`config.mk`:
```
export PLATFORM = sky130hd
export DESIGN_NAME = tape_error_status_logic
export DESIGN_NICKNAME = d
export VERILOG_FILES = /design/src/rtl/pin_sync3.v /design/src/rtl/peak_pulse.v /design/src/rtl/tape_error_status_logic.v
export VERILOG_INCLUDE_DIRS = /design/src /design/src/rtl
export SDC_FILE = /design/constraint.sdc
export NUM_CORES = 1
export LEC_CHECK = 0
export BUFFER_PORTS_ARGS = -buffer_cell sky130_fd_sc_hd__buf_4
export CAP_MARGIN = 10
export CORE_ASPECT_RATIO = 1.4
export CORE_UTILIZATION = 45
export DETAILED_ROUTE_END_ITERATION = 8
export HOLD_SLACK_MARGIN = 0.02
export SLEW_MARGIN = 25
export SYNTH_ARGS = -nofsm -noshare
export SYNTH_HDL_FRONTEND = slang
export SYNTH_SLANG_ARGS = --single-unit
```
`constraint.sdc`:
```
create_clock -name clk_sys -period 11.8 [get_ports clk_sys]
set_input_delay 2.36 -clock clk_sys [delete_from_list [all_inputs] [get_ports clk_sys]]
set_output_delay 2.36 -clock clk_sys [all_outputs]
set_load 0.005 [all_outputs]
```
`src/rtl/tape_consts.vh`:
```
// Constants for the tape error and status flag logic
`ifndef TAPE_CONSTS_VH
`define TAPE_CONSTS_VH

// ----------------------------------------
// Register byte offsets
// ----------------------------------------
`define OFF_STATUS 8'h00
`define OFF_CMD 8'h04
`define OFF_CHAR 8'h08

// ----------------------------------------
// Status field positions
// ----------------------------------------
`define ST_EOF 14
`define ST_CRC 13
`define ST_PAR 12
`define ST_GRANT_LATE 11
`define ST_CLIPOFF 3
`define ST_BUSY 2
`define ST_WRITE_READY 1
`define ST_DMA 0

// ----------------------------------------
// Command field positions, codes, reset value
// ----------------------------------------
`define CMD_GO 0
`define CMD_FN_LO 1
`define CMD_FN_HI 3
`define CMD_EVEN 4
`define CMD_ACI 5
`define CMD_IE 6
`define CMD_ERR 15
`define CMD_RESET 16'h0000
`define FN_READ 3'h1
`define FN_WRITE 3'h2
`define FN_WEOF 3'h3
`define FN_WGAP 3'h4

// ----------------------------------------
// Timing
// ----------------------------------------
`define PEAK_PULSE_NS 300
`define CLK_PERIOD_NS 8
`define PEAK_PULSE_CYC ((`PEAK_PULSE_NS + `CLK_PERIOD_NS - 1) / `CLK_PERIOD_NS)
`define REREAD_W 3

`endif

```
`src/rtl/pin_sync3.v`:
```
// Three-stage synchroniser with agreement filter for pin inputs
`timescale 1ns/1ps
`default_nettype none

module pin_sync3 #(
  parameter W = 1
) (
  // Clock and reset
  input wire clk_sys,
  input wire rst,
  // Raw pins and filtered result
  input wire [W-1:0] d,
  output reg [W-1:0] q
);

  reg [W-1:0] ff1;
  reg [W-1:0] ff2;
  reg [W-1:0] ff3;
  wire [W-1:0] agree;

  // Only stages two and three are compared; stage one feeds stage two alone
  assign agree = ~(ff2 ^ ff3);

  // Shift chain, output follows once the last two stages agree
  always @(posedge clk_sys or posedge rst) begin
    if (rst) begin
      ff1 <= {W{1'b0}};
      ff2 <= {W{1'b0}};
      ff3 <= {W{1'b0}};
      q <= {W{1'b0}};
    end else begin
      ff1 <= d;
      ff2 <= ff1;
      ff3 <= ff2;
      q <= (ff3 & agree) | (q & ~agree);
    end
  end

endmodule // pin_sync3

`default_nettype wire

```
`src/rtl/peak_pulse.v`:
```
// One read channel peak qualifier: fixed-width pulse per analog peak
`timescale 1ns/1ps
`default_nettype none

module peak_pulse #(
  parameter CW = 8,
  parameter [CW-1:0] PW = 8'd38
) (
  // Clock and reset
  input wire clk_sys,
  input wire rst,
  // Synchronised amplifier level, pulse out
  input wire amp_level,
  output reg pulse
);

  reg amp_d;
  reg [CW-1:0] cnt;
  wire peak_edge;

  // Amplifier output falls at the analog peak
  assign peak_edge = amp_d & ~amp_level;

  // Pulse timer; edges seen while it runs are dropped, so noise cannot retrigger
  always @(posedge clk_sys or posedge rst) begin
    if (rst) begin
      amp_d <= 1'b0;
      cnt <= {CW{1'b0}};
      pulse <= 1'b0;
    end else begin
      amp_d <= amp_level;
      if (cnt != {CW{1'b0}}) begin
        cnt <= cnt - 1'b1;
        if (cnt == {{(CW-1){1'b0}}, 1'b1})
          pulse <= 1'b0;
      end else if (peak_edge) begin
        cnt <= PW;
        pulse <= 1'b1;
      end
    end
  end

endmodule // peak_pulse

`default_nettype wire

```
`src/rtl/tape_error_status_logic.v`:
```
// Tape controller error/status flags, DMA request, clipping and peak logic
//
// The APB register port and the register offsets were decided locally.
`timescale 1ns/1ps
`default_nettype none
`include "tape_consts.vh"

module tape_error_status_logic #(
  parameter NCHAN = 9
) (
  // Clock and reset
  input wire clk_sys,
  input wire rst,
  // APB slave
  input wire psel,
  input wire penable,
  input wire pwrite,
  input wire [7:0] paddr,
  input wire [31:0] pwdata,
  output reg [31:0] prdata,
  output wire pready,
  output wire pslverr,
  // Host bus side
  input wire bus_init,
  input wire dma_done_clear,
  output reg dma_request_trigger,
  output reg dma_request_pending,
  output wire fault_irq,
  // Transport status pins
  input wire file_mark_seen,
  input wire crc_compare_error,
  input wire longitudinal_char_seen,
  input wire char_parity_error,
  input wire longitudinal_check_error,
  input wire read_strobe,
  input wire write_strobe_pulse,
  input wire write_ready,
  input wire transport_busy_n,
  // Read amplifier channels
  input wire [NCHAN-1:0] amp_out,
  output wire [NCHAN-1:0] peak_out,
  output wire peak_any,
  output reg [NCHAN-1:0] char_data,
  // Clipping control and mode
  output wire clip_normal_sel,
  output wire clip_high_sel,
  output wire write_enabled
);

  // ----------------------------------------
  // Pin synchronisation
  // ----------------------------------------

  localparam NPIN = 10;
  localparam integer PW = `PEAK_PULSE_CYC;

  wire [NPIN+NCHAN-1:0] raw_pins;
  wire [NPIN+NCHAN-1:0] sync_pins;
  wire init_s;
  wire fmark_s;
  wire crc_err_s;
  wire lcs_s;
  wire cpe_s;
  wire lce_s;
  wire rd_strobe_s;
  wire wr_strobe_s;
  wire wr_ready_s;
  wire busy_n_s;
  wire [NCHAN-1:0] amp_s;

  // All asynchronous pins share one filtered synchroniser bank
  assign raw_pins = {amp_out, transport_busy_n, write_ready, write_strobe_pulse,
                     read_strobe, longitudinal_check_error, char_parity_error,
                     longitudinal_char_seen, crc_compare_error, file_mark_seen,
                     bus_init};

  pin_sync3 #(
    .W(NPIN + NCHAN)
  ) u_sync (
    .clk_sys(clk_sys),
    .rst(rst),
    .d(raw_pins),
    .q(sync_pins)
  );

  // Unpack filtered pins
  assign init_s = sync_pins[0];
  assign fmark_s = sync_pins[1];
  assign crc_err_s = sync_pins[2];
  assign lcs_s = sync_pins[3];
  assign cpe_s = sync_pins[4];
  assign lce_s = sync_pins[5];
  assign rd_strobe_s = sync_pins[6];
  assign wr_strobe_s = sync_pins[7];
  assign wr_ready_s = sync_pins[8];
  assign busy_n_s = sync_pins[9];
  assign amp_s = sync_pins[NPIN+NCHAN-1:NPIN];

  // ----------------------------------------
  // Register state declarations
  // ----------------------------------------
  reg [15:0] cmd;
  reg go_pulse;
  reg eof_flag;
  reg crc_mismatch_flag;
  reg parity_fault_flag;
  reg grant_late_flag;
  reg fault_summary;
  reg rd_strobe_d;
  reg wr_strobe_d;
  reg [NCHAN-1:0] char_latch;
  reg [1:0] clip_state;
  reg [`REREAD_W-1:0] reread_cnt;

  // ----------------------------------------
  // APB decode
  // ----------------------------------------

  wire apb_setup;
  wire apb_access;
  wire apb_wr;
  wire hit_status;
  wire hit_cmd;
  wire hit_char;
  wire mapped;

  // Decode shared by read mux and error answer
  function addr_is;
    input [7:0] a;
    input [7:0] off;
    begin
      addr_is = (a == off);
    end
  endfunction

  assign apb_setup = psel & ~penable;
  assign apb_access = psel & penable;
  assign hit_status = addr_is(paddr, `OFF_STATUS);
  assign hit_cmd = addr_is(paddr, `OFF_CMD);
  assign hit_char = addr_is(paddr, `OFF_CHAR);
  assign mapped = hit_status | hit_cmd | hit_char;
  assign apb_wr = apb_access & pwrite;

  // Zero wait states; read data is loaded in the setup cycle
  assign pready = 1'b1;
  assign pslverr = apb_access & ~mapped;

  // ----------------------------------------
  // Mode decode
  // ----------------------------------------

  wire [2:0] fn;
  wire read_active;
  wire even_parity_select;
  wire auto_clip_inhibit;
  wire flag_clear;

  assign fn = cmd[`CMD_FN_HI:`CMD_FN_LO];
  assign read_active = (fn == `FN_READ);
  // Write, write file mark and extended-gap write all count as writing
  assign write_enabled = (fn == `FN_WRITE) | (fn == `FN_WEOF) | (fn == `FN_WGAP);
  assign even_parity_select = cmd[`CMD_EVEN];
  assign auto_clip_inhibit = cmd[`CMD_ACI];
  assign flag_clear = init_s | go_pulse;

  // ----------------------------------------
  // Status and command words
  // ----------------------------------------

  wire auto_clip_off;
  wire [15:0] status_word;
  wire [15:0] cmd_word;

  assign status_word = {1'b0, eof_flag, crc_mismatch_flag, parity_fault_flag,
                        grant_late_flag, 7'h00, auto_clip_off, ~busy_n_s,
                        wr_ready_s, dma_request_pending};
  assign cmd_word = {fault_summary, cmd[14:1], 1'b0};

  // Read mux, registered in setup so data stands through access
  always @(posedge clk_sys or posedge rst) begin
    if (rst) begin
      prdata <= 32'h00000000;
    end else if (apb_setup) begin
      if (hit_status)
        prdata <= {16'h0000, status_word};
      else if (hit_cmd)
        prdata <= {16'h0000, cmd_word};
      else if (hit_char)
        prdata <= {{(32-NCHAN){1'b0}}, char_latch};
      else
        prdata <= 32'h00000000;
    end
  end

  // ----------------------------------------
  // Command register and go pulse
  // ----------------------------------------

  // Go bit is self-clearing; it yields a one-cycle pulse after the write
  always @(posedge clk_sys or posedge rst) begin
    if (rst) begin
      cmd <= `CMD_RESET;
      go_pulse <= 1'b0;
    end else begin
      go_pulse <= 1'b0;
      if (init_s) begin
        cmd <= `CMD_RESET;
      end else if (apb_wr && hit_cmd) begin
        cmd <= {1'b0, pwdata[14:1], 1'b0};
        go_pulse <= pwdata[`CMD_GO];
      end
    end
  end

  // ----------------------------------------
  // Strobe edges and DMA request
  // ----------------------------------------

  wire rd_strobe_rise;
  wire wr_strobe_rise;
  wire trig_event;

  assign rd_strobe_rise = rd_strobe_s & ~rd_strobe_d;
  assign wr_strobe_rise = wr_strobe_s & ~wr_strobe_d;
  assign trig_event = rd_strobe_rise | wr_strobe_rise;

  // Strobe edge history
  always @(posedge clk_sys or posedge rst) begin
    if (rst) begin
      rd_strobe_d <= 1'b0;
      wr_strobe_d <= 1'b0;
    end else begin
      rd_strobe_d <= rd_strobe_s;
      wr_strobe_d <= wr_strobe_s;
    end
  end

  // Trigger is one cycle wide; the request sets as it falls.
  // A set in the same cycle as the done-clear wins, so no request is lost.
  always @(posedge clk_sys or posedge rst) begin
    if (rst) begin
      dma_request_trigger <= 1'b0;
      dma_request_pending <= 1'b0;
    end else begin
      dma_request_trigger <= trig_event;
      if (dma_request_trigger)
        dma_request_pending <= 1'b1;
      else if (dma_done_clear || init_s)
        dma_request_pending <= 1'b0;
    end
  end

  // ----------------------------------------
  // Error flags
  // ----------------------------------------

  wire vert_bad;
  wire par_event;
  wire summary_set;

  // Vertical parity of the assembled character against the chosen sense
  assign vert_bad = even_parity_select ? (^char_data) : ~(^char_data);
  // Each read-strobed character is checked while a read or write function is set, CRC and check characters included
  assign par_event = rd_strobe_rise & (read_active | write_enabled) &
                     (cpe_s | lce_s | vert_bad);
  // Summary is deferred until the check character so the record can finish
  assign summary_set = lcs_s & (crc_mismatch_flag | parity_fault_flag);

  // Sticky flags; a set in the clearing cycle wins
  always @(posedge clk_sys or posedge rst) begin
    if (rst) begin
      eof_flag <= 1'b0;
      crc_mismatch_flag <= 1'b0;
      parity_fault_flag <= 1'b0;
      grant_late_flag <= 1'b0;
      fault_summary <= 1'b0;
    end else begin
      if (fmark_s)
        eof_flag <= 1'b1;
      else if (flag_clear)
        eof_flag <= 1'b0;
      if (crc_err_s)
        crc_mismatch_flag <= 1'b1;
      else if (flag_clear)
        crc_mismatch_flag <= 1'b0;
      if (par_event)
        parity_fault_flag <= 1'b1;
      else if (flag_clear)
        parity_fault_flag <= 1'b0;
      if (dma_request_trigger && dma_request_pending)
        grant_late_flag <= 1'b1;
      else if (flag_clear)
        grant_late_flag <= 1'b0;
      if (summary_set)
        fault_summary <= 1'b1;
      else if (flag_clear)
        fault_summary <= 1'b0;
    end
  end

  // Interrupt request follows the summary when enabled
  assign fault_irq = fault_summary & cmd[`CMD_IE];

  // ----------------------------------------
  // Peak qualification per channel
  // ----------------------------------------

  genvar ch;
  generate
    for (ch = 0; ch < NCHAN; ch = ch + 1) begin : g_chan
      peak_pulse #(
        .CW(8),
        .PW(PW[7:0])
      ) u_peak (
        .clk_sys(clk_sys),
        .rst(rst),
        .amp_level(amp_s[ch]),
        .pulse(peak_out[ch])
      );
    end
  endgenerate

  // Combined pulse feeds deskew and read strobe timing
  assign peak_any = |peak_out;

  // ----------------------------------------
  // Character data flip-flops
  // ----------------------------------------

  // Peaks record ones; each read strobe latches the character and empties
  // the flip-flops. A peak arriving with the strobe belongs to the next one.
  always @(posedge clk_sys or posedge rst) begin
    if (rst) begin
      char_data <= {NCHAN{1'b0}};
      char_latch <= {NCHAN{1'b0}};
    end else if (rd_strobe_rise) begin
      char_latch <= char_data;
      char_data <= peak_out;
    end else begin
      char_data <= char_data | peak_out;
    end
  end

  // ----------------------------------------
  // Automatic clipping level control
  // ----------------------------------------

  // Disabled during read-after-write, on inhibit, or while transport busy
  assign auto_clip_off = wr_ready_s | auto_clip_inhibit | ~busy_n_s;

  // State flip-flops held set and reread counter held clear while disabled.
  // When enabled, each parity fault counts a reread, saturating at 7, and steps the state down.
  always @(posedge clk_sys or posedge rst) begin
    if (rst) begin
      clip_state <= 2'b11;
      reread_cnt <= {`REREAD_W{1'b0}};
    end else if (auto_clip_off) begin
      clip_state <= 2'b11;
      reread_cnt <= {`REREAD_W{1'b0}};
    end else if (par_event) begin
      clip_state <= {clip_state[0], 1'b0};
      if (reread_cnt != {`REREAD_W{1'b1}})
        reread_cnt <= reread_cnt + 1'b1;
    end
  end

  // Both selects together give the highest level in read-after-write
  assign clip_normal_sel = wr_ready_s | (reread_cnt == {`REREAD_W{1'b0}});
  assign clip_high_sel = wr_ready_s | ~clip_state[1];
endmodule // tape_error_status_logic

`default_nettype wire

```
---- Word level (Yosys, flattened, before mapping) ----
Cells that the tools add are included.
cells by class
  $add $sub $neg .......................... 10
  reduce and logical (&&, ||, !) cells .... 44
  eq/ne operators ......................... 25
  bitwise operators ....................... 56
  mux-type cells .......................... 67
operators with widths
  kind                 count
  $mux 8               18
  $eq 8x1->1 const B   9
  $reduce_bool 8->1    9
  $sub 8x1->8 const B  9
  $and 19x19->19       2
  $mux 1               38
  $not 19->19          2
  $reduce_bool 2->1    18
  $mux 16              2
  $mux 15              2
  $reduce_and 2->1     10
  $and 1x1->1          19
  $or 19x19->19        1
  $xor 19x19->19       1
  $mux 9               2
  $ne 2x2->1 const B   9
  $not 1->1            16
  $or 1x1->1           14
  $mux 3               3
  $or 9x9->9           1
  $reduce_or 9->1      1
  $reduce_xor 9->1     1
  $eq 8x3->1 const B   1
  $eq 8x4->1 const B   1
  other kinds (10)     13
storage, ports and cells
  output and inout bits ................... 59
  register bits ........................... 246
  input port bits ......................... 65

---- Logic depth before layout (Yosys ltp) ----
Gate-level depths: netlist of the first run.
  depth in word-level cells ............... 8
  gate-level depth with buffers ........... 7
  gate-level depth less buffers ........... 6

---- Cells and area by module ----
A second synthesis of the first run with hierarchy kept.
unflattened totals
  cells, all modules ...................... 764
  area total of the unflattened synthesis .. 9655.5 µm²
modules (own cells, without submodules)
  module                   area an instance (µm²)  instances  cells each  sequential area each (µm²)
  peak_pulse               514.2                   9          46          250.2
  tape_error_status_logic  2907.8                  1          254         1579.0
  pin_sync3                2119.5                  1          96          1901.8

---- Least setup slack after synthesis of the first run ----
Ideal clock, no wire load.
  kind .................................... input-to-output
  start point ............................. in paddr[7]
  end point ............................... out pslverr
  path slack .............................. 6565 ps
  arrival ................................. 2875 ps
  cell stages on the path ................. 4
  buffers on the path ..................... 0
  path through ............................ nor2_1 > nand3_1 > a21oi_1 > nor2_1
on the way
  cells in the longest elaborated chain, start to end .. 5
RTL lines
  item                                                  line                           source
  start: declaration                                    tape_error_status_logic.v:18   input wire [7:0] paddr,
  $eq 8x3->1 / $logic_not 8->1 (equally long branches)  tape_error_status_logic.v:132  addr_is = (a == off);
  $or 1x1->1                                            tape_error_status_logic.v:141  assign mapped = hit_status | hit_cmd | hit_char;
  $or 1x1->1 (*)                                        tape_error_status_logic.v:141
  $not 1->1 (*)                                         tape_error_status_logic.v:146  assign pslverr = apb_access & ~mapped;
  $and 1x1->1 (*)                                       tape_error_status_logic.v:146
  end: declaration                                      tape_error_status_logic.v:22   output wire pslverr,
Every way passes the cells marked *; elsewhere a longest branch is shown, timed or not.

---- Final worst setup path of the first run ----
Ends and elaborated chain as after synthesis.

==> results of run 1 <==
cell families (layout without fill, tap and decap cells):
| group | count (synthesis) | count (layout) | synth area share [%] |
|---|---|---|---|
| AOI/OAI and AO/OA | 121 | 121 | 8.42 |
| xor gates and xnor gates | 38 | 38 | 3.69 |
| adders and majority gates | 49 | 49 | 6.02 |
| buffers and inverters | 79 | 174 | 4.40 |
| DFF | 229 | 229 | 61.0 |
| muxes | 39 | 39 | 4.33 |
| other | 2 | 17 | 0.0800 |
| and+or+nand+nor | 220 | 220 | 12.0 |
sequential cells by signal, indices dropped and copies added (netlist names), 2 cells and up, named ones only:
name and cells:
char_latch 9, clip_state 2, prdata 16, g_chan.u_peak.amp_d 9
g_chan.u_peak.pulse 9, u_sync.ff1 19, cmd 14, g_chan.u_peak.cnt 72
u_sync.ff2 19, reread_cnt 3, u_sync.ff3 19, char_data 9
synth_stat cells (3+ instances only):
cell | instances | area [um2]
a21oi_1 | 33 | 165
inv_1 | 41 | 154
ha_1 | 30 | 375
maj3_1 | 19 | 190
nor4b_1 | 4 | 35.0
o31ai_1 | 6 | 45.0
clkbuf_1 | 8 | 30.0
mux2_2 | 13 | 146
nand2b_1 | 15 | 93.8
and2_1 | 8 | 50.1
xnor2_1 | 24 | 210
a22o_1 | 20 | 175
nor3_1 | 25 | 125
nand2_1 | 46 | 173
nor3b_1 | 3 | 22.5
xor2_1 | 13 | 114
buf_4 | 27 | 203
and3_1 | 6 | 37.5
o21ai_0 | 28 | 140
nor4_1 | 10 | 62.6
mux2i_1 | 26 | 260
nand3_1 | 19 | 95.1
dfrtp_1 | 227 | 5680
a222oi_1 | 5 | 50.1
nand4b_1 | 3 | 26.3
a21o_1 | 14 | 105
nor2b_1 | 7 | 43.8
nor2_1 | 59 | 221
nand3b_1 | 3 | 22.5
a31oi_1 | 5 | 31.3
cells in the final DEF, fill, tap and decap left out, types with 3 or more instances in the layout:
cell type / n
nand3_1: 19
maj3_1: 19
dfrtp_1: 227
nand3b_1: 3
a222oi_1: 5
clkinv_2: 3
xnor2_1: 24
nor2b_1: 7
a21o_1: 14
inv_1: 40
nor4b_1: 4
nand2_1: 46
a21oi_1: 33
mux2i_1: 26
a22o_1: 20
nor2_1: 59
ha_1: 30
o21ai_0: 28
a31oi_1: 5
nor3b_1: 3
nand2b_1: 15
and2_1: 8
conb_1: 17
nor4_1: 10
and3_1: 6
mux2_2: 13
bufinv_16: 3
o31ai_1: 6
clkbuf_8: 4
clkbuf_16: 25
nor3_1: 25
xor2_1: 13
buf_4: 89
clkbuf_1: 5
nand4b_1: 3
final cells by class:
type / count / area share, %
flip-flops and latches: 229 / 52.0
multi-input cells: 484 / 30.0
clock buffers: 34 / 6.34
well taps: 256 / 2.90
clock inverters: 8 / 1.10
inverters: 42 / 1.54
repair buffers: 90 / 6.16
per-layer routing:
metal | up-vias | wire [um] | GRT usage (%)
met5 | - | 0 | 0
li1 | 2820 | - | -
met1 | 2854 | 7270 | 20.9
met2 | 135 | 8680 | 27.9
met4 | 0 | 395 | 5.56
met3 | 27 | 1080 | 3.79
path summary, 6_finish.rpt:
| path | start | endpoint | slack, ns | depth (start not counted) |
|---|---|---|---|---|
| max | paddr[7] | pslverr | 6.27 | 6 |
| min | u_sync.ff1[13]$_DFF_PP0_ | u_sync.ff2[13]$_DFF_PP0_ | 0.35 | 0 |
| max reg2reg | rd_strobe_d$_DFF_PP0_ | reread_cnt[0]$_DFFE_PP0P_ | 9.71 | 5 |
| min reg2reg | u_sync.ff1[13]$_DFF_PP0_ | u_sync.ff2[13]$_DFF_PP0_ | 0.35 | 0 |
| max in group asynchronous | rst | prdata[0]$_DFFE_PP0P_ | 8.58 | 3 |
| min in group asynchronous | rst | u_sync.ff1[17]$_DFF_PP0_ | 1.98 | 2 |
power by group:
| group | switching [mW] | internal [mW] | total [mW] |
|---|---|---|---|
| combinational | 0.239 | 0.220 | 0.459 |
| clock | 0.299 | 0.477 | 0.777 |
| sequential | 0.161 | 0.947 | 1.11 |
worst max-delay path, stage by stage:
cell and delay [ns]:
buf_4 0.11, nor2_1 0.13, nand3_1 0.21, a21oi_1 0.18, nor2_1 0.05, buf_4 0.13
==> impl_metrics.csv, run 1 <==
group,metric,value,unit
clocking,cts_buffer_depth,3,
routing,drtAntennaViolNets,0,
yosys,synth_edf_count,0,
power_and_ir_drop,ir_drop,0.000113,V
die,ios,124,
yosys,yosysWarnings,0,
placement,port_buffers,89,
clocking,root_buffer,"clkbuf_16",
timing,max_clock_freq,181,MHz
timing,tightest_slew,0.994,ns
timing,fin_crit,5.53,ns
die,dieArea,0.0215,mm2
worst_setup_path,cp-end-kind,"primary output",
cells_and_area,design_area,0.0110,mm2
power_and_ir_drop,power.total,2.34,mW
placement,placed_cells,1101,
cells_and_area,syn2layout_area_growth,17.4,%
yosys,avgSynthCellArea,12.1,um2
timing,post-route-period-util,46.9,%
routing,viasPerCell,5.11,
routing,dr_total_vias,5836,
timing,maxSlewViolCount,0,
worst_setup_path,worstPathMaxFanout,4,
clocking,ctsResizeCount,0,
cells_and_area,nets,966,
yosys,synth_top_flop_cell,"dfrtp_1",
timing,tns,0,ns
yosys,ys_seq_area_share,61.0,%
global_route,grt_max_degree,150,
clocking,post-cts-setup-buffers,0,
routing,drtIter0Drc,384,
clocking,postCtsHoldBufs,0,
cells_and_area,post-route-util,53.8,%
placement,placed_area,0.0102,mm2
outcome,status,"finished clean",
global_route,grt_pass1_vias,5931,
global_route,grt.total_usage,16.6,%
job,max_cap_viol_count,0,
worst_hold_path,holdCritPathClass,"flop to flop",
cells_and_area,diodes,0,
power_and_ir_drop,p_leak,5.21,nW
die,fp.coreArea,0.0205,mm2
yosys,synth_seq_cells,229,
placement,place_congestion,0.780,
cells_and_area,layout.cells.non_filler,1143,
clocking,htree_levels,1,
die,initial_core_util,45.9,%
routing,routed_wl,17400,um
cells_and_area,nFillCells,1768,
clocking,clock_latency,0.52,ns
timing,fin_hold_ws,0.347,ns
timing,rsz0062_at_grt,"false",
yosys,ys_types,51,
die,die_w,124,um
routing,post_drt_wl_per_cell,15.2,um
timing,slew_headroom,33.6,%
routing,dr.pass1.iters,5,
worst_setup_path,required,9.44,ns
global_route,grt_overflow,0,
worst_setup_path,arrival,3.17,ns
timing,timing.final.ws_setup,6.27,ns
global_route,grt_pass1_wl,28700,um
worst_setup_path,startpoint_type,"primary input",
clocking,path_clk_slew,0.06,ns
power_and_ir_drop,pwr_density_cell,213,mW/mm2
yosys,postSynth.asyncResetShare,100,%
yosys,syn_area,0.00939,mm2
clocking,cts.sink_count,229,
cells_and_area,regArea,0.00573,mm2
clocking,cts_buffers,24,
worst_setup_path,critPathKind,"primary input to primary output",
die,fp.dieH,173,um
cells_and_area,drive_gt1_share,17.4,%
routing,drcViolationCount,0,
global_route,antenna_found_initial,0,
placement,place.detailed.hpwl,11900,um
die,rows,62,
yosys,netlist_instances,777,
cells_and_area,multi_input_area,0.00330,mm2
timing,setup_viol,0,
clocking,tritoncts,"built",
timing,skew,0.0207,ns
placement,place_ws,6.27,ns
timing,finalHoldViolations,0,
Power figures use the tool's default switching activity.
==> inputs of run 2 (changes only) <==
clock period = 5.6 ns   (was 11.8 ns; I/O delays follow)
==> run 2 against run 1 <==
Non-clock buffer count grew 2. Sequential cell count did not move. Clock power up 110%. Wire length down 0.90%.
==> impl_metrics.csv, run 2 (synthesis gave the netlist of run 1 again) <==
group,metric,value,unit
power_and_ir_drop,clkPwrFrac,33.1,%
clocking,cts_buffers,23,
cells_and_area,nets,967,
die,fp.coreArea,0.0205,mm2
routing,dr.pass1.iters,4,
cells_and_area,post-route-util,54.0,%
clocking,postCtsHoldBufs,0,
timing,max_clock_freq,323,MHz
clocking,root_buffer,"clkbuf_16",
power_and_ir_drop,power.share.sequential,47.3,%
worst_setup_path,startpoint_type,"primary input",
routing,drtAntennaViolNets,0,
global_route,antenna_found_initial,0,
cells_and_area,syn2layout_area_growth,17.8,%
clocking,path_clk_slew,0.06,ns
worst_setup_path,worstPathMaxFanout,4,
die,rows,62,
timing,post-route-period-util,55.3,%
die,dieArea,0.0215,mm2
die,initial_core_util,45.9,%
timing,slew_headroom,38.0,%
die,ios,124,
clocking,cts.sink_count,229,
worst_setup_path,critical_path.slowest_cell,"nand3_1",
power_and_ir_drop,combPwrFrac,19.6,%
timing,tightest_slew,0.927,ns
global_route,grt_max_degree,133,
power_and_ir_drop,power.internal,3.49,mW
global_route,gr-usage-met3,3.69,%
global_route,grt_overflow,0,
routing,drtIter0Drc,229,
timing,rsz0062_at_grt,"false",
global_route,met2_usage,27.8,%
clocking,tritoncts,"built",
worst_setup_path,critPathKind,"primary input to primary output",
clocking,htree_levels,1,
clocking,clock_latency,0.51,ns
job,max_cap_viol_count,0,
timing,fin_crit,3.10,ns
global_route,grt_pass1_wl,28400,um
clocking,ctsResizeCount,0,
outcome,status,"finished clean",
power_and_ir_drop,ir_drop,0.000343,V
power_and_ir_drop,pwr_density_cell,446,mW/mm2
cells_and_area,largest_reg_flops,72,
die,fp.dieH,173,um
global_route,busiest_layer,"met2",
timing,fin_hold_ws,0.347,ns
timing,finalHoldViolations,0,
cells_and_area,drive_gt1_share,17.8,%
global_route,grt_pass1_vias,6019,
routing,routed_wl,17300,um
cells_and_area,nFillCells,1786,
worst_setup_path,required,4.48,ns
worst_setup_path,cp-end-kind,"primary output",
cells_and_area,top_register,"g_chan.u_peak.cnt",
placement,place.detailed.hpwl,12200,um
cells_and_area,final_common_cell,"dfrtp_1",
power_and_ir_drop,p_leak,5.23,nW
routing,dr_total_vias,5911,
clocking,cts_buffer_depth,3,
global_route,grt.total_usage,16.3,%
cells_and_area,diodes,0,
timing,setup_viol,0,
worst_setup_path,path_cells,"buf_4 > nor2_1 > nand3_1 > a21oi_1 > nor2_1 > buf_4",
die,die_w,124,um
routing,post_drt_wl_per_cell,15.1,um
timing,maxSlewViolCount,0,
worst_setup_path,arrival,1.98,ns
timing,tns,0,ns
routing,drcViolationCount,0,
global_route,grt_util_met1,19.9,%
timing,skew,0.0186,ns
routing,viasPerCell,5.17,
placement,place_congestion,0.791,
clocking,post-cts-setup-buffers,0,
cells_and_area,layout_common_cells,"227 x dfrtp_1, 90 x buf_4, 59 x nor2_1",
placement,port_buffers,89,
power_and_ir_drop,switching_share,29.3,%
timing,timing.final.ws_setup,2.50,ns
power_and_ir_drop,netSwitchingPower,1.44,mW
worst_setup_path,max_stage_delay,0.23,ns
worst_hold_path,holdCritPathClass,"flop to flop",
placement,place_ws,2.50,ns
[run 2: changes by cell type in the layout (fill, tap and decap cells not counted), moves of 2 or more]
cell | previous run | this run
clkbuf_1 | 5 | 2
clkinv_2 | 3 | 6
bufinv_16 | 3 | 5
clkbuf_16 | 25 | 23
[run 2: power by group through the flow]
stage               sequential [mW]  combinational, mW  clock (mW)
detailed placement             2.35              0.982           0
global route                   2.39               1.11        1.75
CTS                            2.33              0.983        1.69
global placement               2.33              0.920           0
floorplan                      2.28              0.776           0
finish                         2.33              0.966        1.64
[run 2: layout make-up]
type                    instances  area (um2)  share of cell area (%)
clock buffers                  28         624                    5.64
clock inverters                13         196                    1.78
well taps                     256         320                    2.90
repair buffers                 92         723                    6.54
flip-flops and latches        229        5730                    51.8
multi-input cells             484        3300                    29.9
inverters                      42         161                    1.46
[run 2: routing by layer]
layer,part of all wire (%),vias to the layer above
li1,-,2834
met1,41,2919
met2,50,128
met3,6.5,30
met4,2.1,0
met5,0,-
[run 2: final timing paths]
kind                                                from                                  end  slack, ns  cells after the start
worst max-delay path                            paddr[1]                              pslverr       2.50                      6
worst min-delay path            u_sync.ff1[15]$_DFF_PP0_             u_sync.ff2[15]$_DFF_PP0_       0.35                      0
worst max register to register     rd_strobe_d$_DFF_PP0_            reread_cnt[1]$_DFFE_PP0P_       3.57                      5
worst min register to register  u_sync.ff1[15]$_DFF_PP0_             u_sync.ff2[15]$_DFF_PP0_       0.35                      0
max in group asynchronous                            rst  g_chan[3].u_peak.cnt[3]$_DFFE_PP0P_       3.65                      4
min in group asynchronous                            rst             u_sync.ff1[12]$_DFF_PP0_       0.69                      2
[run 2: worst max-delay path, delay by kind of cell]
family,cells,cell delay [ns]
AND/OR/NAND/NOR,3,0.43
buffers and inverters,2,0.24
AO/OA/AOI/OAI,1,0.19
[run 2: stage by stage]
stage / total power, mW / area [um2] / instances
2_1_floorplan: 3.05 / 9450 / 792
3_3_place_gp: 3.25 / 10200 / 1102
3_5_place_dp: 3.34 / 10200 / 1102
4_1_cts: 5.01 / 11000 / 1143
5_1_grt: 5.25 / 11100 / 1144
6_report: 4.93 / 11100 / 1144
